File: config.mk
export PLATFORM = sky130hd
export DESIGN_NAME = lpt_top
export DESIGN_NICKNAME = d
export VERILOG_FILES = /design/src/rtl/lpt_pkg.sv /design/src/rtl/lpt_top.sv
export SDC_FILE = /design/constraint.sdc
export NUM_CORES = 1
export LEC_CHECK = 0
export BUFFER_PORTS_ARGS = -buffer_cell sky130_fd_sc_hd__buf_4
export CORE_AREA = 10 10 178 180
export DETAILED_ROUTE_END_ITERATION = 8
export DIE_AREA = 0 0 188 190
export REMOVE_ABC_BUFFERS = 1
export SLEW_MARGIN = 20
export SYNTH_ARGS = -nofsm -noshare
export SYNTH_HDL_FRONTEND = slang
export SYNTH_SLANG_ARGS = --single-unit
File: constraint.sdc
create_clock -name clk -period 5.35 [get_ports clk]
set_input_delay 1.07 -clock clk [delete_from_list [all_inputs] [get_ports clk]]
set_output_delay 1.07 -clock clk [all_outputs]
set_load 0.01 [all_outputs]
File: src/rtl/lpt_pkg.sv
// Purpose: constants for the led pulser trigger control block
// Assumes: 10 MHz clock, registers reached over a plain register port
// Notes:   register indices are word indices on the register port
package lpt_pkg;
  localparam int unsigned N_CHAN        = 12;
  localparam int unsigned AMP_W         = 8;
  localparam int unsigned ADDR_W        = 4;
  // register indices: amplitudes at 0..11, enable mask at 12
  localparam logic [3:0]  AMP_BASE_IDX  = 4'h0;
  localparam logic [3:0]  ENABLE_IDX    = 4'hc;
  localparam logic [7:0]  AMP_RESET     = 8'h00;
  localparam logic [11:0] ENABLE_RESET  = 12'h000;
  // indicator lamp stretch so a single fire is visible
  localparam int unsigned CLK_HZ        = 10_000_000;
  localparam int unsigned LAMP_MS       = 50;
  localparam int unsigned LAMP_CYCLES   = CLK_HZ / 1000 * LAMP_MS;
  // width of each channel fire pulse in cycles
  localparam int unsigned FIRE_CYCLES   = 1;
endpackage

File: src/rtl/lpt_top.sv
// Purpose: trigger fan-out, amplitude and enable registers, lamp flash
// Assumes: trigger inputs already synchronous to clk
// Notes:   analog driver shaping lives outside; dac codes are static levels
`timescale 1ns/1ps

// How it works
// RULE1 - accept backplane controller trigger input
// RULE2 - accept front panel external trigger input
// RULE3 - fire trigger is OR of both
// RULE4 - each channel dac gets 8-bit code
// RULE5 - twelve 8-bit readable writable amplitude registers
// RULE6 - 12-bit enable register selects responding channels
// RULE7 - flash indicator lamp when a channel fires
// RULE8 - each channel drives own monitor output
// RULE9 - cleared enable bit suppresses pulse and flash
module lpt_top #(
  parameter int unsigned LAMP_HOLD = lpt_pkg::LAMP_CYCLES
) (
  input  wire logic                     clk,
  input  wire logic                     rst_n,
  input  wire logic                     ctrl_trig,
  input  wire logic                     ext_trig,
  input  wire logic                     reg_wr,
  input  wire logic                     reg_rd,
  input  wire logic [lpt_pkg::ADDR_W-1:0] reg_addr,
  input  wire logic [15:0]              reg_wdata,
  output logic      [15:0]              reg_rdata,
  output logic [lpt_pkg::N_CHAN-1:0]    chan_fire,
  output logic [lpt_pkg::N_CHAN-1:0]    chan_monitor,
  output logic [lpt_pkg::N_CHAN*lpt_pkg::AMP_W-1:0] dac_code,
  output logic                          lamp
);

  // the stretch counter is 24 bits, longer holds cannot be served
  if (LAMP_HOLD < 1 || LAMP_HOLD > 32'h00ff_ffff) begin
    $error("LAMP_HOLD out of range");
  end

  logic [lpt_pkg::AMP_W-1:0]  amp_r [lpt_pkg::N_CHAN];
  logic [lpt_pkg::N_CHAN-1:0] enable_r;
  logic                       trig_prev_r;
  logic                       trig_any;
  logic                       trig_rise;
  logic [23:0]                lamp_cnt_r;

  // true when address hits an amplitude slot
  function automatic logic is_amp(input logic [3:0] a);
    return a < lpt_pkg::ENABLE_IDX;
  endfunction

  // RULE5 amplitude register writes
  always_ff @(posedge clk or negedge rst_n) begin
    if (!rst_n) begin
      for (int i = 0; i < lpt_pkg::N_CHAN; i++)
        amp_r[i] <= lpt_pkg::AMP_RESET;
    end else if (reg_wr && is_amp(reg_addr)) begin
      amp_r[reg_addr] <= reg_wdata[7:0];
    end
  end

  // RULE6 enable mask write
  always_ff @(posedge clk or negedge rst_n) begin
    if (!rst_n) begin
      enable_r <= lpt_pkg::ENABLE_RESET;
    end else if (reg_wr && reg_addr == lpt_pkg::ENABLE_IDX) begin
      enable_r <= reg_wdata[11:0];
    end
  end

  // registered read; unmapped indices read zero
  always_ff @(posedge clk or negedge rst_n) begin
    if (!rst_n) begin
      reg_rdata <= 16'h0000;
    end else if (reg_rd) begin
      if (is_amp(reg_addr))
        reg_rdata <= {8'h00, amp_r[reg_addr]};
      else if (reg_addr == lpt_pkg::ENABLE_IDX)
        reg_rdata <= {4'h0, enable_r};
      else
        reg_rdata <= 16'h0000;
    end
  end

  // RULE4 dac codes follow amplitude registers
  always_ff @(posedge clk or negedge rst_n) begin
    if (!rst_n) begin
      dac_code <= '0;
    end else begin
      for (int i = 0; i < lpt_pkg::N_CHAN; i++)
        dac_code[i*lpt_pkg::AMP_W +: lpt_pkg::AMP_W] <= amp_r[i];
    end
  end

  // RULE1 RULE2 RULE3 trigger merge
  assign trig_any  = ctrl_trig | ext_trig;
  // edge detect so a long trigger fires once per arrival
  assign trig_rise = trig_any & ~trig_prev_r;

  always_ff @(posedge clk or negedge rst_n) begin
    if (!rst_n)
      trig_prev_r <= 1'b0;
    else
      trig_prev_r <= trig_any;
  end

  // RULE9 RULE8 gated per channel fire and monitor
  always_ff @(posedge clk or negedge rst_n) begin
    if (!rst_n) begin
      chan_fire    <= '0;
      chan_monitor <= '0;
    end else begin
      chan_fire    <= trig_rise ? enable_r : '0;
      chan_monitor <= trig_rise ? enable_r : '0;
    end
  end

  // RULE7 lamp stretch, restarted by each fire
  always_ff @(posedge clk or negedge rst_n) begin
    if (!rst_n) begin
      lamp_cnt_r <= 24'h000000;
      lamp       <= 1'b0;
    end else if (|chan_fire) begin
      lamp_cnt_r <= 24'(LAMP_HOLD - 1);
      lamp       <= 1'b1;
    end else if (lamp_cnt_r != 24'h000000) begin
      lamp_cnt_r <= lamp_cnt_r - 24'h000001;
    end else begin
      lamp       <= 1'b0;
    end
  end

  // RULE3 fire follows merged trigger edge
  property p_fire_on_trig;
    @(posedge clk) disable iff (!rst_n)
      trig_rise |=> chan_fire == $past(enable_r);
  endproperty
  a_fire_on_trig: assert property (p_fire_on_trig) // RULE3
    else $error("fire does not match enable on trigger");

  property p_no_fire_idle;
    @(posedge clk) disable iff (!rst_n)
      !trig_rise |=> chan_fire == '0;
  endproperty
  a_no_fire_idle: assert property (p_no_fire_idle) // RULE1
    else $error("channel fired without trigger");

  property p_ext_fires;
    @(posedge clk) disable iff (!rst_n)
      (ext_trig && !trig_prev_r && enable_r != '0) |=> |chan_fire;
  endproperty
  a_ext_fires: assert property (p_ext_fires) // RULE2
    else $error("external trigger did not fire");

  property p_dac_follow;
    @(posedge clk) disable iff (!rst_n)
      (reg_wr && reg_addr == 4'h3) |=> ##1
        dac_code[31:24] == $past(reg_wdata[7:0], 2);
  endproperty
  a_dac_follow: assert property (p_dac_follow) // RULE4
    else $error("dac code not updated from write");

  property p_amp_readback;
    @(posedge clk) disable iff (!rst_n)
      (reg_rd && is_amp(reg_addr)) |=>
        reg_rdata == {8'h00, $past(amp_r[reg_addr])};
  endproperty
  a_amp_readback: assert property (p_amp_readback) // RULE5
    else $error("amplitude readback mismatch");

  property p_en_readback;
    @(posedge clk) disable iff (!rst_n)
      (reg_rd && reg_addr == lpt_pkg::ENABLE_IDX) |=>
        reg_rdata == {4'h0, $past(enable_r)};
  endproperty
  a_en_readback: assert property (p_en_readback) // RULE6
    else $error("enable readback mismatch");

  property p_lamp_on;
    @(posedge clk) disable iff (!rst_n)
      |chan_fire |=> lamp;
  endproperty
  a_lamp_on: assert property (p_lamp_on) // RULE7
    else $error("lamp not lit after fire");

  property p_monitor_match;
    @(posedge clk) disable iff (!rst_n)
      chan_monitor == chan_fire;
  endproperty
  a_monitor_match: assert property (p_monitor_match) // RULE8
    else $error("monitor differs from fire");

  property p_masked_quiet;
    @(posedge clk) disable iff (!rst_n)
      (enable_r == '0 && !(reg_wr && reg_addr == lpt_pkg::ENABLE_IDX))
        |=> chan_fire == '0;
  endproperty
  a_masked_quiet: assert property (p_masked_quiet) // RULE9
    else $error("masked channel fired");

  // RULE5 written amplitude lands next cycle
  property p_amp_write;
    @(posedge clk) disable iff (!rst_n)
      (reg_wr && is_amp(reg_addr)) |=>
        amp_r[$past(reg_addr)] == $past(reg_wdata[7:0]);
  endproperty
  a_amp_write: assert property (p_amp_write) // RULE5
    else $error("amplitude write did not land");

  // RULE6 written mask lands next cycle
  property p_enable_write;
    @(posedge clk) disable iff (!rst_n)
      (reg_wr && reg_addr == lpt_pkg::ENABLE_IDX) |=>
        enable_r == $past(reg_wdata[11:0]);
  endproperty
  a_enable_write: assert property (p_enable_write) // RULE6
    else $error("enable mask write did not land");

  // RULE5 unmapped indices read zero
  property p_unmapped_read;
    @(posedge clk) disable iff (!rst_n)
      (reg_rd && reg_addr > lpt_pkg::ENABLE_IDX) |=>
        reg_rdata == 16'h0000;
  endproperty
  a_unmapped_read: assert property (p_unmapped_read) // RULE5
    else $error("unmapped index read nonzero");

  // RULE3 held trigger fires only once
  property p_held_once;
    @(posedge clk) disable iff (!rst_n)
      (trig_any && trig_prev_r) |=> chan_fire == '0;
  endproperty
  a_held_once: assert property (p_held_once) // RULE3
    else $error("held trigger fired again");

  // RULE7 lamp holds while stretch runs
  property p_lamp_hold;
    @(posedge clk) disable iff (!rst_n)
      (lamp && lamp_cnt_r != 24'h000000) |=> lamp;
  endproperty
  a_lamp_hold: assert property (p_lamp_hold) // RULE7
    else $error("lamp dropped before hold ended");

  // RULE7 dark lamp stays dark without fire
  property p_lamp_dark;
    @(posedge clk) disable iff (!rst_n)
      (!lamp && chan_fire == '0) |=> !lamp;
  endproperty
  a_lamp_dark: assert property (p_lamp_dark) // RULE7
    else $error("lamp lit without a fire");

endmodule

Yosys cells after proc, flatten, opt, wreduce, memory -nomap -nowiden

Index checks and enable logic that the tools add are counted.

Output and inout port bits: 137
Bits in registers: 258
Bits of input ports: 26
Bits in writable memories: 0
Bits in latches: 0
Logic and storage cells: 48
ROM bits: 0
Memories: 0

Eq/ne operators: 2
Multiply operators: 0
Divide/modulo/power cells: 0
Add/subtract/negate cells: 1
Reduce and logical (&&, ||, !) cells: 6
Mux-type cells: 13
Bitwise gates (word level): 4
Shift operators: 0
Order comparisons: 3

Operator list:

| kind                                                        | number |
|---|---|
| bitwise mux 96 bit                                          | 1 |
| 2-to-1 mux 24 bit                                           | 2 |
| binary-select mux 8 bit (select 4 bit)                      | 1 |
| demux 8 bit (select 4 bit)                                  | 1 |
| 2-to-1 mux 12 bit                                           | 2 |
| 2-to-1 mux 8 bit                                            | 3 |
| nonzero test 24 bit                                         | 1 |
| subtractor 24 x 1 -> 24 bit (second input constant)         | 1 |
| 2-to-1 mux 16 bit                                           | 1 |
| OR reduction 12 bit                                         | 1 |
| greater-or-equal comparator 5 bit (second input constant)   | 1 |
| less-than comparator 5 x 1 -> 1 bit (second input constant) | 1 |
| NOT 4 -> 5 bit                                              | 1 |
| == test 4 bit (second input constant)                       | 1 |
| less-than comparator 4 bit (second input constant)          | 1 |
| logical AND 1 bit                                           | 3 |
| 2-to-1 mux 1 bit                                            | 2 |
| inequality test 2 bit (second input constant)               | 1 |
| nonzero test 2 bit                                          | 1 |
| bitwise AND 1 bit                                           | 1 |
| NOT 1 bit                                                   | 1 |
| bitwise OR 1 bit                                            | 1 |

Logic depth before layout (Yosys ltp)

Gate-level depths: netlist of run 1.

Depth in word-level cells: 6
Depth in mapped cells: 8
Depth with buffers taken out: 7

Least setup slack after synthesis of run 1

No wires, ideal clock.

Path kind: in2reg
Start point: input reg_addr[1] (netlist bit)
End point: register amp_r[32] (netlist bit)
Data arrival time: 2.547 ns
Path buffers: 3
Required time: 5.225 ns
Setup time: 0.125 ns
Slack: 2.678 ns
Stages on the path: 6
Path through: buf_2 -> buf_4 -> buf_4 -> nand2_1 -> nor2_1 -> mux2_2

Cells in the longest elaborated chain, start to end: 6
Elaborated cells between the ends (all ways): 9
Those cells by class: order compare: 3; mux: 3; bitwise: 1; reduce/logical: 2

Ends and longest elaborated chain:

| element                                                                                                               | line          | text |
|---|---|---|
| start, declared                                                                                                       | lpt_top.sv:25 | `input wire logic [lpt_pkg::ADDR_W-1:0] reg_addr,` |
| NOT 4 -> 5 bit (not written as such)                                                                                  | lpt_top.sv:57 | `amp_r[reg_addr] <= reg_wdata[7:0];` |
| greater-or-equal comparator 5 bit (not written as such) / less-than comparator 5 x 1 -> 1 bit (equally long branches) | lpt_top.sv:57 |  |
| logical AND 1 bit (not written as such)                                                                               | lpt_top.sv:57 |  |
| 2-to-1 mux 8 bit (not written as such)                                                                                | lpt_top.sv:57 |  |
| demux 8 bit (select 4 bit)                                                                                            | lpt_top.sv:57 |  |
| bitwise mux 96 bit                                                                                                    | lpt_top.sv:57 |  |
| end signal, assigned by index                                                                                         | lpt_top.sv:55 | `amp_r[i] <= lpt_pkg::AMP_RESET;` |
| end signal, assigned by index                                                                                         | lpt_top.sv:57 |  |
| end, declared                                                                                                         | lpt_top.sv:39 | `logic [lpt_pkg::AMP_W-1:0] amp_r [lpt_pkg::N_CHAN];` |

Parallel ways exist; a longest one is shown, timed or not.
A chain may end at the register's enable or synchronous reset.

Worst setup path after layout of run 1

Start point: input reg_addr[2] (netlist bit)
End point: register amp_r[43] (netlist bit)

The elaborated chain is that of the path after synthesis.

==> run metrics, run 1 <==
Worst-Margin Slew 1080 ps; # nets final slightly above 800; CTS Hold Bufs 0; H-tree depth 1; maximum VDD drop 0.286 mV; Critical Path End Type flip-flop; aggregate routed wire length ~25000 um; crit-path max cell delay between 800 and 900 ps; RSZ-0062 raised after global routing false; standby leakage power 5.46 nW; max-cap viol count 0; clock latency on the worst-skew pair approximately 540 ps; final setup vio count 0; post-synthesis sequential area ratio 65.6%; vias in the first global route 6026; router iterations before antenna repair 4; Die Footprint roughly 36000 um^2; CTS tree built; clock-pin transition on the worst setup and hold timing paths around 60 ps; Buffers & Inverters on Critical Path 1; met1 WL around 11000 um; GPL Wtd Cong roughly 0.8; Util after Layout roughly 43%; critical path's slowest cell nor2_1; Final Max Tran Viols 0; clk sinks approximately 250; worst hold slack between 300 and 400 ps; post-layout min period between 2000 and 3000 ps; Netlist Area Pre-Place between 9000 and 10000 um^2; pin count of the biggest net entering global routing between 100 and 150; core area ~28000 um^2; Setup CP Type primary input to flip-flop; # Post-CTS Setup Buffers 0; CP Launch Type primary input; routed len/inst roughly 21 um; Max-slew headroom 27.6%; CP max FO 22; Place WS roughly 1800 ps; setup_tns 0 ps; first-iteration detailed-routing DRC count between 400 and 500; worst path required time between 5000 and 6000 ps; async set-reset flop share out of synthesis 100%; fmax about 340 MHz; wire length on met2 ~12000 um; vias per cell 4.82; EDFF count, synth 0; total I/O pin count between 150 and 200; worst endpoint data arrival time 3350 ps; Non-Filler Instances roughly 1200; initial antenna violation count 0; Final WS setup approximately 2400 ps; hold crit path type flip-flop to flip-flop; DR top layer met4; area grow syn2layout 25.0%; initial core utilization 34.3%; HPWL Detailed around 16000 um; Final ANT Viol Nets 0; # port buffers 154; share of cells above drive strength 1 42.0%; Cell variety after synth between 50 and 60; chip height ~190 um; DRC 0; worst-case clock buffer depth 3; run status finished clean; first-pass GRT wire length 38600 um; root buffer cell clkbuf_16; post-CTS sizing 0; PwrDens ~450 nW/um^2; Worst Skew 16.3 ps; kind of cell adding the most delay to the critical path simple AND/OR/NAND/NOR gates; Remaining Overflow, GRT 0; gr usage total between 10% and 20%; TritonCTS Buffers 27; Cells after DPL around 1200; Filler cells 2566; die width about 190 um; Yosys reg bits 254; n_diodes 0; WL met3 between 1500 and 2000 um; Top FF cell, synth dfrtp_1; YS warnings 0; Final Cycle Share a little over half; Final Hold Vio Count 0; number of cell rows just over 60; Cells after Synth 651; via count 5778; critical path, cell by cell buf_4 -> nor2b_1 -> nand2_1 -> nor2_1 -> mux2_2; Avg Inst Size Synth about 15 um^2
## worst reg2reg max path, stage by stage, from the launching register on
cell      delay (ps)
dfrtp_1          390
or4_1            660
nand4b_1         610
nor2_4           340
nor3_1            70
a211o_1          270
## flip-flops by register name (all words and copies together), names as in the netlist
name,count
amp_r,96
chan_monitor,12
dac_code,96
enable_r,12
lamp,1
lamp_cnt_r,24
reg_rdata,12
trig_prev_r,1
## cell usage in the layout (no fill, tap or decap), drive strengths merged, types with 3 or more instances in the layout
cell,instances
mux2i,8
clkinv,5
or3,9
or2,3
xor2,10
nor2b,7
clkbuf,35
nand3,16
and2,12
a21oi,13
o21ai,20
nor2,32
inv,14
conb,4
bufinv,5
a221oi,4
mux4,22
nand3b,4
nand2,14
or4,4
nand2b,7
buf,160
dfrtp,254
mux2,110
o211ai,5
nor3,8
nor4,7
## final cells by class
class / count / area, um^2 / share of cell area, %
Clock buffer: 35 / 766 / 6.32
Clock inverter: 13 / 211 / 1.75
Inverter: 12 / 45.0 / 0.372
Multi-Input combinational cell: 340 / 3040 / 25.1
Sequential cell: 254 / 6360 / 52.5
Tap cell: 384 / 480 / 3.97
Timing Repair Buffer: 160 / 1220 / 10.1
## cells in the mapped netlist, types with 9 or more instances
master,number,share of area [%]
nand3_1,15,0.77
a21oi_1,13,0.67
or3_1,9,0.58
and2_1,12,0.77
mux2_2,103,12
xor2_1,10,0.90
o21ai_1,11,0.57
mux4_2,22,5.1
dfrtp_1,254,66
o21ai_0,9,0.46
nor2_1,31,1.2
clkbuf_1,20,0.77
inv_1,12,0.46
buf_4,18,1.4
nand2_1,14,0.54
## power by group
part / switching (mW) / internal (mW)
registers: 0.236 / 2.31
logic: 0.395 / 0.497
clock network: 0.785 / 1.25
## cell families after synthesis
group,share of synthesized area (%)
AOI/OAI and AO/OA,3.43
xor gates and xnor gates,0.994
adders and majority gates,0.258
buffers and inverters,3.20
DFF,65.6
muxes,18.7
other,0.0387
and+or+nand+nor,7.76
## routing by layer
metal | vias to the layer above | GRT usage [%]
met4 | 0 | 3.51
met1 | 2995 | 18.5
met2 | 162 | 21.7
met3 | 36 | 4.16
li1 | 2585 | -
met5 | - | 0
## final timing paths
path,slack (ps),cells past startpoint,start,endpoint
min,390,0,amp_r[0],dac_code[88]
min reg2reg,390,0,amp_r[0],dac_code[88]
max in group asynchronous,3630,2,rst_n,amp_r[10]
max reg2reg,2910,5,lamp_cnt_r[12],lamp_cnt_r[3]
min in group asynchronous,480,1,rst_n,lamp_cnt_r[22]
max,2420,5,reg_addr[2],amp_r[43]
## stage by stage
stage | power [mW] | instance area (um^2)
after CTS | 5.55 | 12100
after global routing | 5.75 | 12100
after floorplan | 2.93 | 9440
final | 5.47 | 12100
after global placement | 3.48 | 11100
after detailed placement | 3.49 | 11100
(Power assumes the default switching activity.)
==> run 2, diff against run 1 <==
- clock period: 5.35 -> 3 ns (I/O delays scaled with it)
==> run metrics, run 2 (synthesized netlist as in run 1, its figures left out) <==
run status finished clean; first-pass GRT wire length 38400 um; RSZ-0062 raised after global routing false; worst path required time around 3400 ps; area of the multi-input gates slightly above 3000 um^2; setup_tns 0 ps; Buffers & Inverters on Critical Path 0; register area 6360 um^2; worst endpoint data arrival time 2840 ps; Remaining Overflow, GRT 0; initial core utilization 34.3%; Top Registers amp_r: 96 flops, dac_code: 96 flops, lamp_cnt_r: 24 flops; post-CTS sizing 0; area grow syn2layout 25.9%; fin area approximately 12000 um^2; Worst Skew between 10 and 15 ps; critical path's slowest cell or4_1; crit-path max cell delay roughly 670 ps; chip height roughly 190 um; # nets final about 850; vias per cell between 4 and 5; number of cell rows 62; Setup CP Type flip-flop to flip-flop; # port buffers 154; placed standard-cell area approximately 11000 um^2; Tot Pwr approximately 9.4 mW; router iterations before antenna repair 4; Final Hold Vio Count 0; clock latency on the worst-skew pair roughly 530 ps; maximum VDD drop about 0.4 mV; share of cells above drive strength 1 between 40% and 50%; total I/O pin count approximately 160; n_diodes 0; via count 5810; CTS Hold Bufs 0; pin count of the biggest net entering global routing 75; post-layout min period around 2400 ps; TritonCTS Buffers 28; first-iteration detailed-routing DRC count 258; vias in the first global route 6180; r2r setup slk between 500 and 600 ps; routed len/inst 20.5 um; Final Max Tran Viols 0; Filler cells between 2000 and 3000; CTS tree built; final setup vio count 0; clock-pin transition on the worst setup and hold timing paths roughly 60 ps; max-cap viol count 0; fmax ~410 MHz; PwrDens roughly 770 nW/um^2; standby leakage power roughly 5.5 nW; Critical Path End Type flip-flop; Max-slew headroom 45.9%; Worst-Margin Slew between 800 and 900 ps; GPL Wtd Cong about 0.82; root buffer cell clkbuf_16; DRC 0; H-tree depth 1; aggregate routed wire length 25100 um; clk sinks between 200 and 300; die width ~190 um; gr usage total 13.7%; kind of cell adding the most delay to the critical path simple AND/OR/NAND/NOR gates; worst-case clock buffer depth 3; Final ANT Viol Nets 0; CP max FO 11; core area 28200 um^2; Die Footprint 35700 um^2; Final Cycle Share between 80 and 90%; critical path, cell by cell or4_1 -> nand4b_1 -> nor2_4 -> nor3_1 -> a211o_1; HPWL Detailed 17100 um; CP Launch Type flip-flop; # Post-CTS Setup Buffers 0; initial antenna violation count 0; most frequent cells in the layout dfrtp_1 (254), buf_4 (179), mux2_2 (103); most common cell after layout, fill and taps aside dfrtp_1; hold crit path type primary input to asynchronous set/reset pin
==> run 2: cell types whose count changed in the layout (fill, tap and decap cells not counted), sizes merged <==
cell,previous run,this run
buf,160,183
clkbuf,35,44
bufinv,5,0
clkinv,5,1
inv,14,12
clkinvlp,1,2
==> run 2: layout make-up <==
class,count,area share (%)
timing repair buffer,183,11.6
sequential,254,52.1
clock inverter,3,0.164
multi-input combinational,340,24.9
tap,384,3.94
clock buffer,44,6.90
inverter,12,0.369
==> run 2: through the flow <==
| step | cells | hold WS (ps) | util [%] | worst slack [ps] |
|---|---|---|---|---|
| 6_report | 1220 | 38.3 | 43.2 | 572 |
| 5_1_grt | 1220 | 69.7 | 43.2 | 449 |
| 4_1_cts | 1220 | 68.9 | 43.2 | 580 |
| 3_5_place_dp | 1173 | 382 | 40.1 | 548 |
| 3_3_place_gp | 1173 | 371 | 40.1 | 524 |
| 2_1_floorplan | 606 | 304 | - | 890 |
==> run 2: report_power, final <==
group	internal [mW]	total (mW)	leakage, nW	switching, mW
registers	4.12	4.56	3.12	0.444
clock network	1.90	3.21	0.415	1.31
logic	0.905	1.60	1.97	0.699
==> run 2: layer usage <==
layer  global-route usage [%]  vias up  part of all wire [%]
li1                         -     2623                     -
met2                     21.8      173                    47
met4                     3.02        0                   1.3
met1                     18.5     2986                    44
met3                     3.81       28                   7.3
met5                        0        -                     0
==> run 2: worst paths after layout <==
kind | to | start | cells past startpoint
max in group asynchronous | amp_r[86] | rst_n | 2
worst min-delay path | reg_rdata[11] | rst_n | 1
worst max-delay path | lamp_cnt_r[3] | lamp_cnt_r[12] | 5
worst min register to register | dac_code[5] | amp_r[93] | 0
min in group clk | trig_prev_r | ctrl_trig | 2
worst max register to register | lamp_cnt_r[3] | lamp_cnt_r[12] | 5
==> run 3, diff against run 2 <==
- clock period: 3 -> 2.5 ns (I/O delays scaled with it)
==> run metrics, run 3 (synthesized netlist as in run 1, its figures left out) <==
run status finished clean; aggregate routed wire length approximately 25000 um; # port buffers ~150; standby leakage power 5.54 nW; Final Cycle Share 89.1%; router iterations before antenna repair 4; number of cell rows 62; TritonCTS Buffers 28; Die Footprint 35700 um^2; Max-slew headroom about half; Final Hold Vio Count 0; # nets final roughly 860; core area between 20000 and 30000 um^2; n_diodes 0; pin count of the biggest net entering global routing 71; worst hold slack 173 ps; area grow syn2layout 26.3%; Buffers & Inverters on Critical Path 1; die width 188 um; first-pass GRT wire length 38700 um; Top Registers amp_r: 96 flops, dac_code: 96 flops, lamp_cnt_r: 24 flops; vias in the first global route between 6000 and 7000; critical path, cell by cell inv_1 -> ha_1 -> or4b_4 -> nor3_4 -> nand3_2 -> or4_1 -> a21oi_1; clock-pin transition on the worst setup and hold timing paths roughly 60 ps; Critical Path End Type flip-flop; gr usage total 13.9%; Final ANT Viol Nets 0; max-cap viol count 0; first-iteration detailed-routing DRC count about 310; CTS tree built; worst-case clock buffer depth 3; critical path's slowest cell or4b_4; CP max FO 6; fmax between 400 and 500 MHz; most frequent cells in the layout dfrtp_1 (254), buf_4 (188), mux2_2 (103); post-CTS sizing 0; Setup CP Type flip-flop to flip-flop; H-tree depth 1; setup_tns 0 ps; worst endpoint data arrival time 2690 ps; vias per cell around 4.8; share of cells above drive strength 1 between 40% and 50%; Remaining Overflow, GRT 0; via count 5901; Worst path depth 7; initial core utilization approximately a third; PwrDens 913 nW/um^2; final setup vio count 0; CP Launch Type flip-flop; chip height around 190 um; total I/O pin count around 160; clk sinks between 200 and 300; most common cell after layout, fill and taps aside dfrtp_1; crit-path max cell delay 530 ps; Final WS setup roughly 270 ps; kind of cell adding the most delay to the critical path simple AND/OR/NAND/NOR gates; DRC 0; Final Max Tran Viols 0; Worst Skew 10.2 ps; Place WS 183 ps; maximum VDD drop between 0.4 and 0.5 mV; hold crit path type primary input to flip-flop; R2R cell count 7; RSZ-0062 raised after global routing false; clock latency on the worst-skew pair approximately 540 ps; initial antenna violation count 0; HPWL Detailed ~17000 um; routed len/inst around 20 um; post-layout min period 2230 ps; worst path required time 2960 ps; # Post-CTS Setup Buffers 0; Worst-Margin Slew approximately 760 ps; GPL Wtd Cong roughly 0.82; hold path depth 2; root buffer cell clkbuf_16
[run 3: report_power, final]
part	internal, mW	total, mW	switching, mW
logic	1.09	1.94	0.849
registers	4.94	5.46	0.525
clock network	2.16	3.76	1.60
total	8.19	11.2	2.97
[run 3: worst register-to-register path: stages (launching register included)]
cell     delay [ps]
dfrtp_1         370
inv_1           110
ha_1            190
or4b_4          530
nor3_4          270
nand3_2         130
or4_1           410
a21oi_1         150
[run 3: per-stage QoR]
stage	cells	utilization, %	total power, mW	cell area [um^2]
final	1231	43.3	11.2	12200
after global routing	1231	43.3	11.7	12200
after CTS	1231	43.3	11.3	12200
after detailed placement	1181	40.3	7.52	11400
after global placement	1181	40.3	7.49	11400
after floorplan	606	-	6.26	9440
[run 3: worst paths after layout]
path | start | endpoint | slack (ps)
max reg2reg | lamp_cnt_r[0] | lamp_cnt_r[22] | 270
min in group asynchronous | rst_n | dac_code[43] | 530
max | lamp_cnt_r[0] | lamp_cnt_r[22] | 270
min reg2reg | amp_r[76] | dac_code[20] | 390
min | ctrl_trig | trig_prev_r | 170
max in group asynchronous | rst_n | dac_code[6] | 1170
[run 3: what timing repair did]
action / CTS / global route
hold buffers: 1 / 0
endpoints found under the setup margin: 0 / 0
hold endpoints to repair: 64 / 0
[run 3: layout make-up]
| type | count | area, um^2 |
|---|---|---|
| Clock buffer | 42 | 783 |
| Clock inverter | 7 | 58.8 |
| Fill cell | 2633 | 16000 |
| Inverter | 12 | 45.0 |
| Multi-Input combinational cell | 340 | 3040 |
| Sequential cell | 254 | 6360 |
| Tap cell | 384 | 480 |
| Timing Repair Buffer | 192 | 1480 |
[run 3: per-layer routing]
layer	GRT usage, %	vias to the layer above	share of wire, %
li1	-	2642	-
met1	18.3	3072	44
met2	22.4	154	48
met3	3.44	33	6.1
met4	3.82	0	1.9
met5	0	-	0
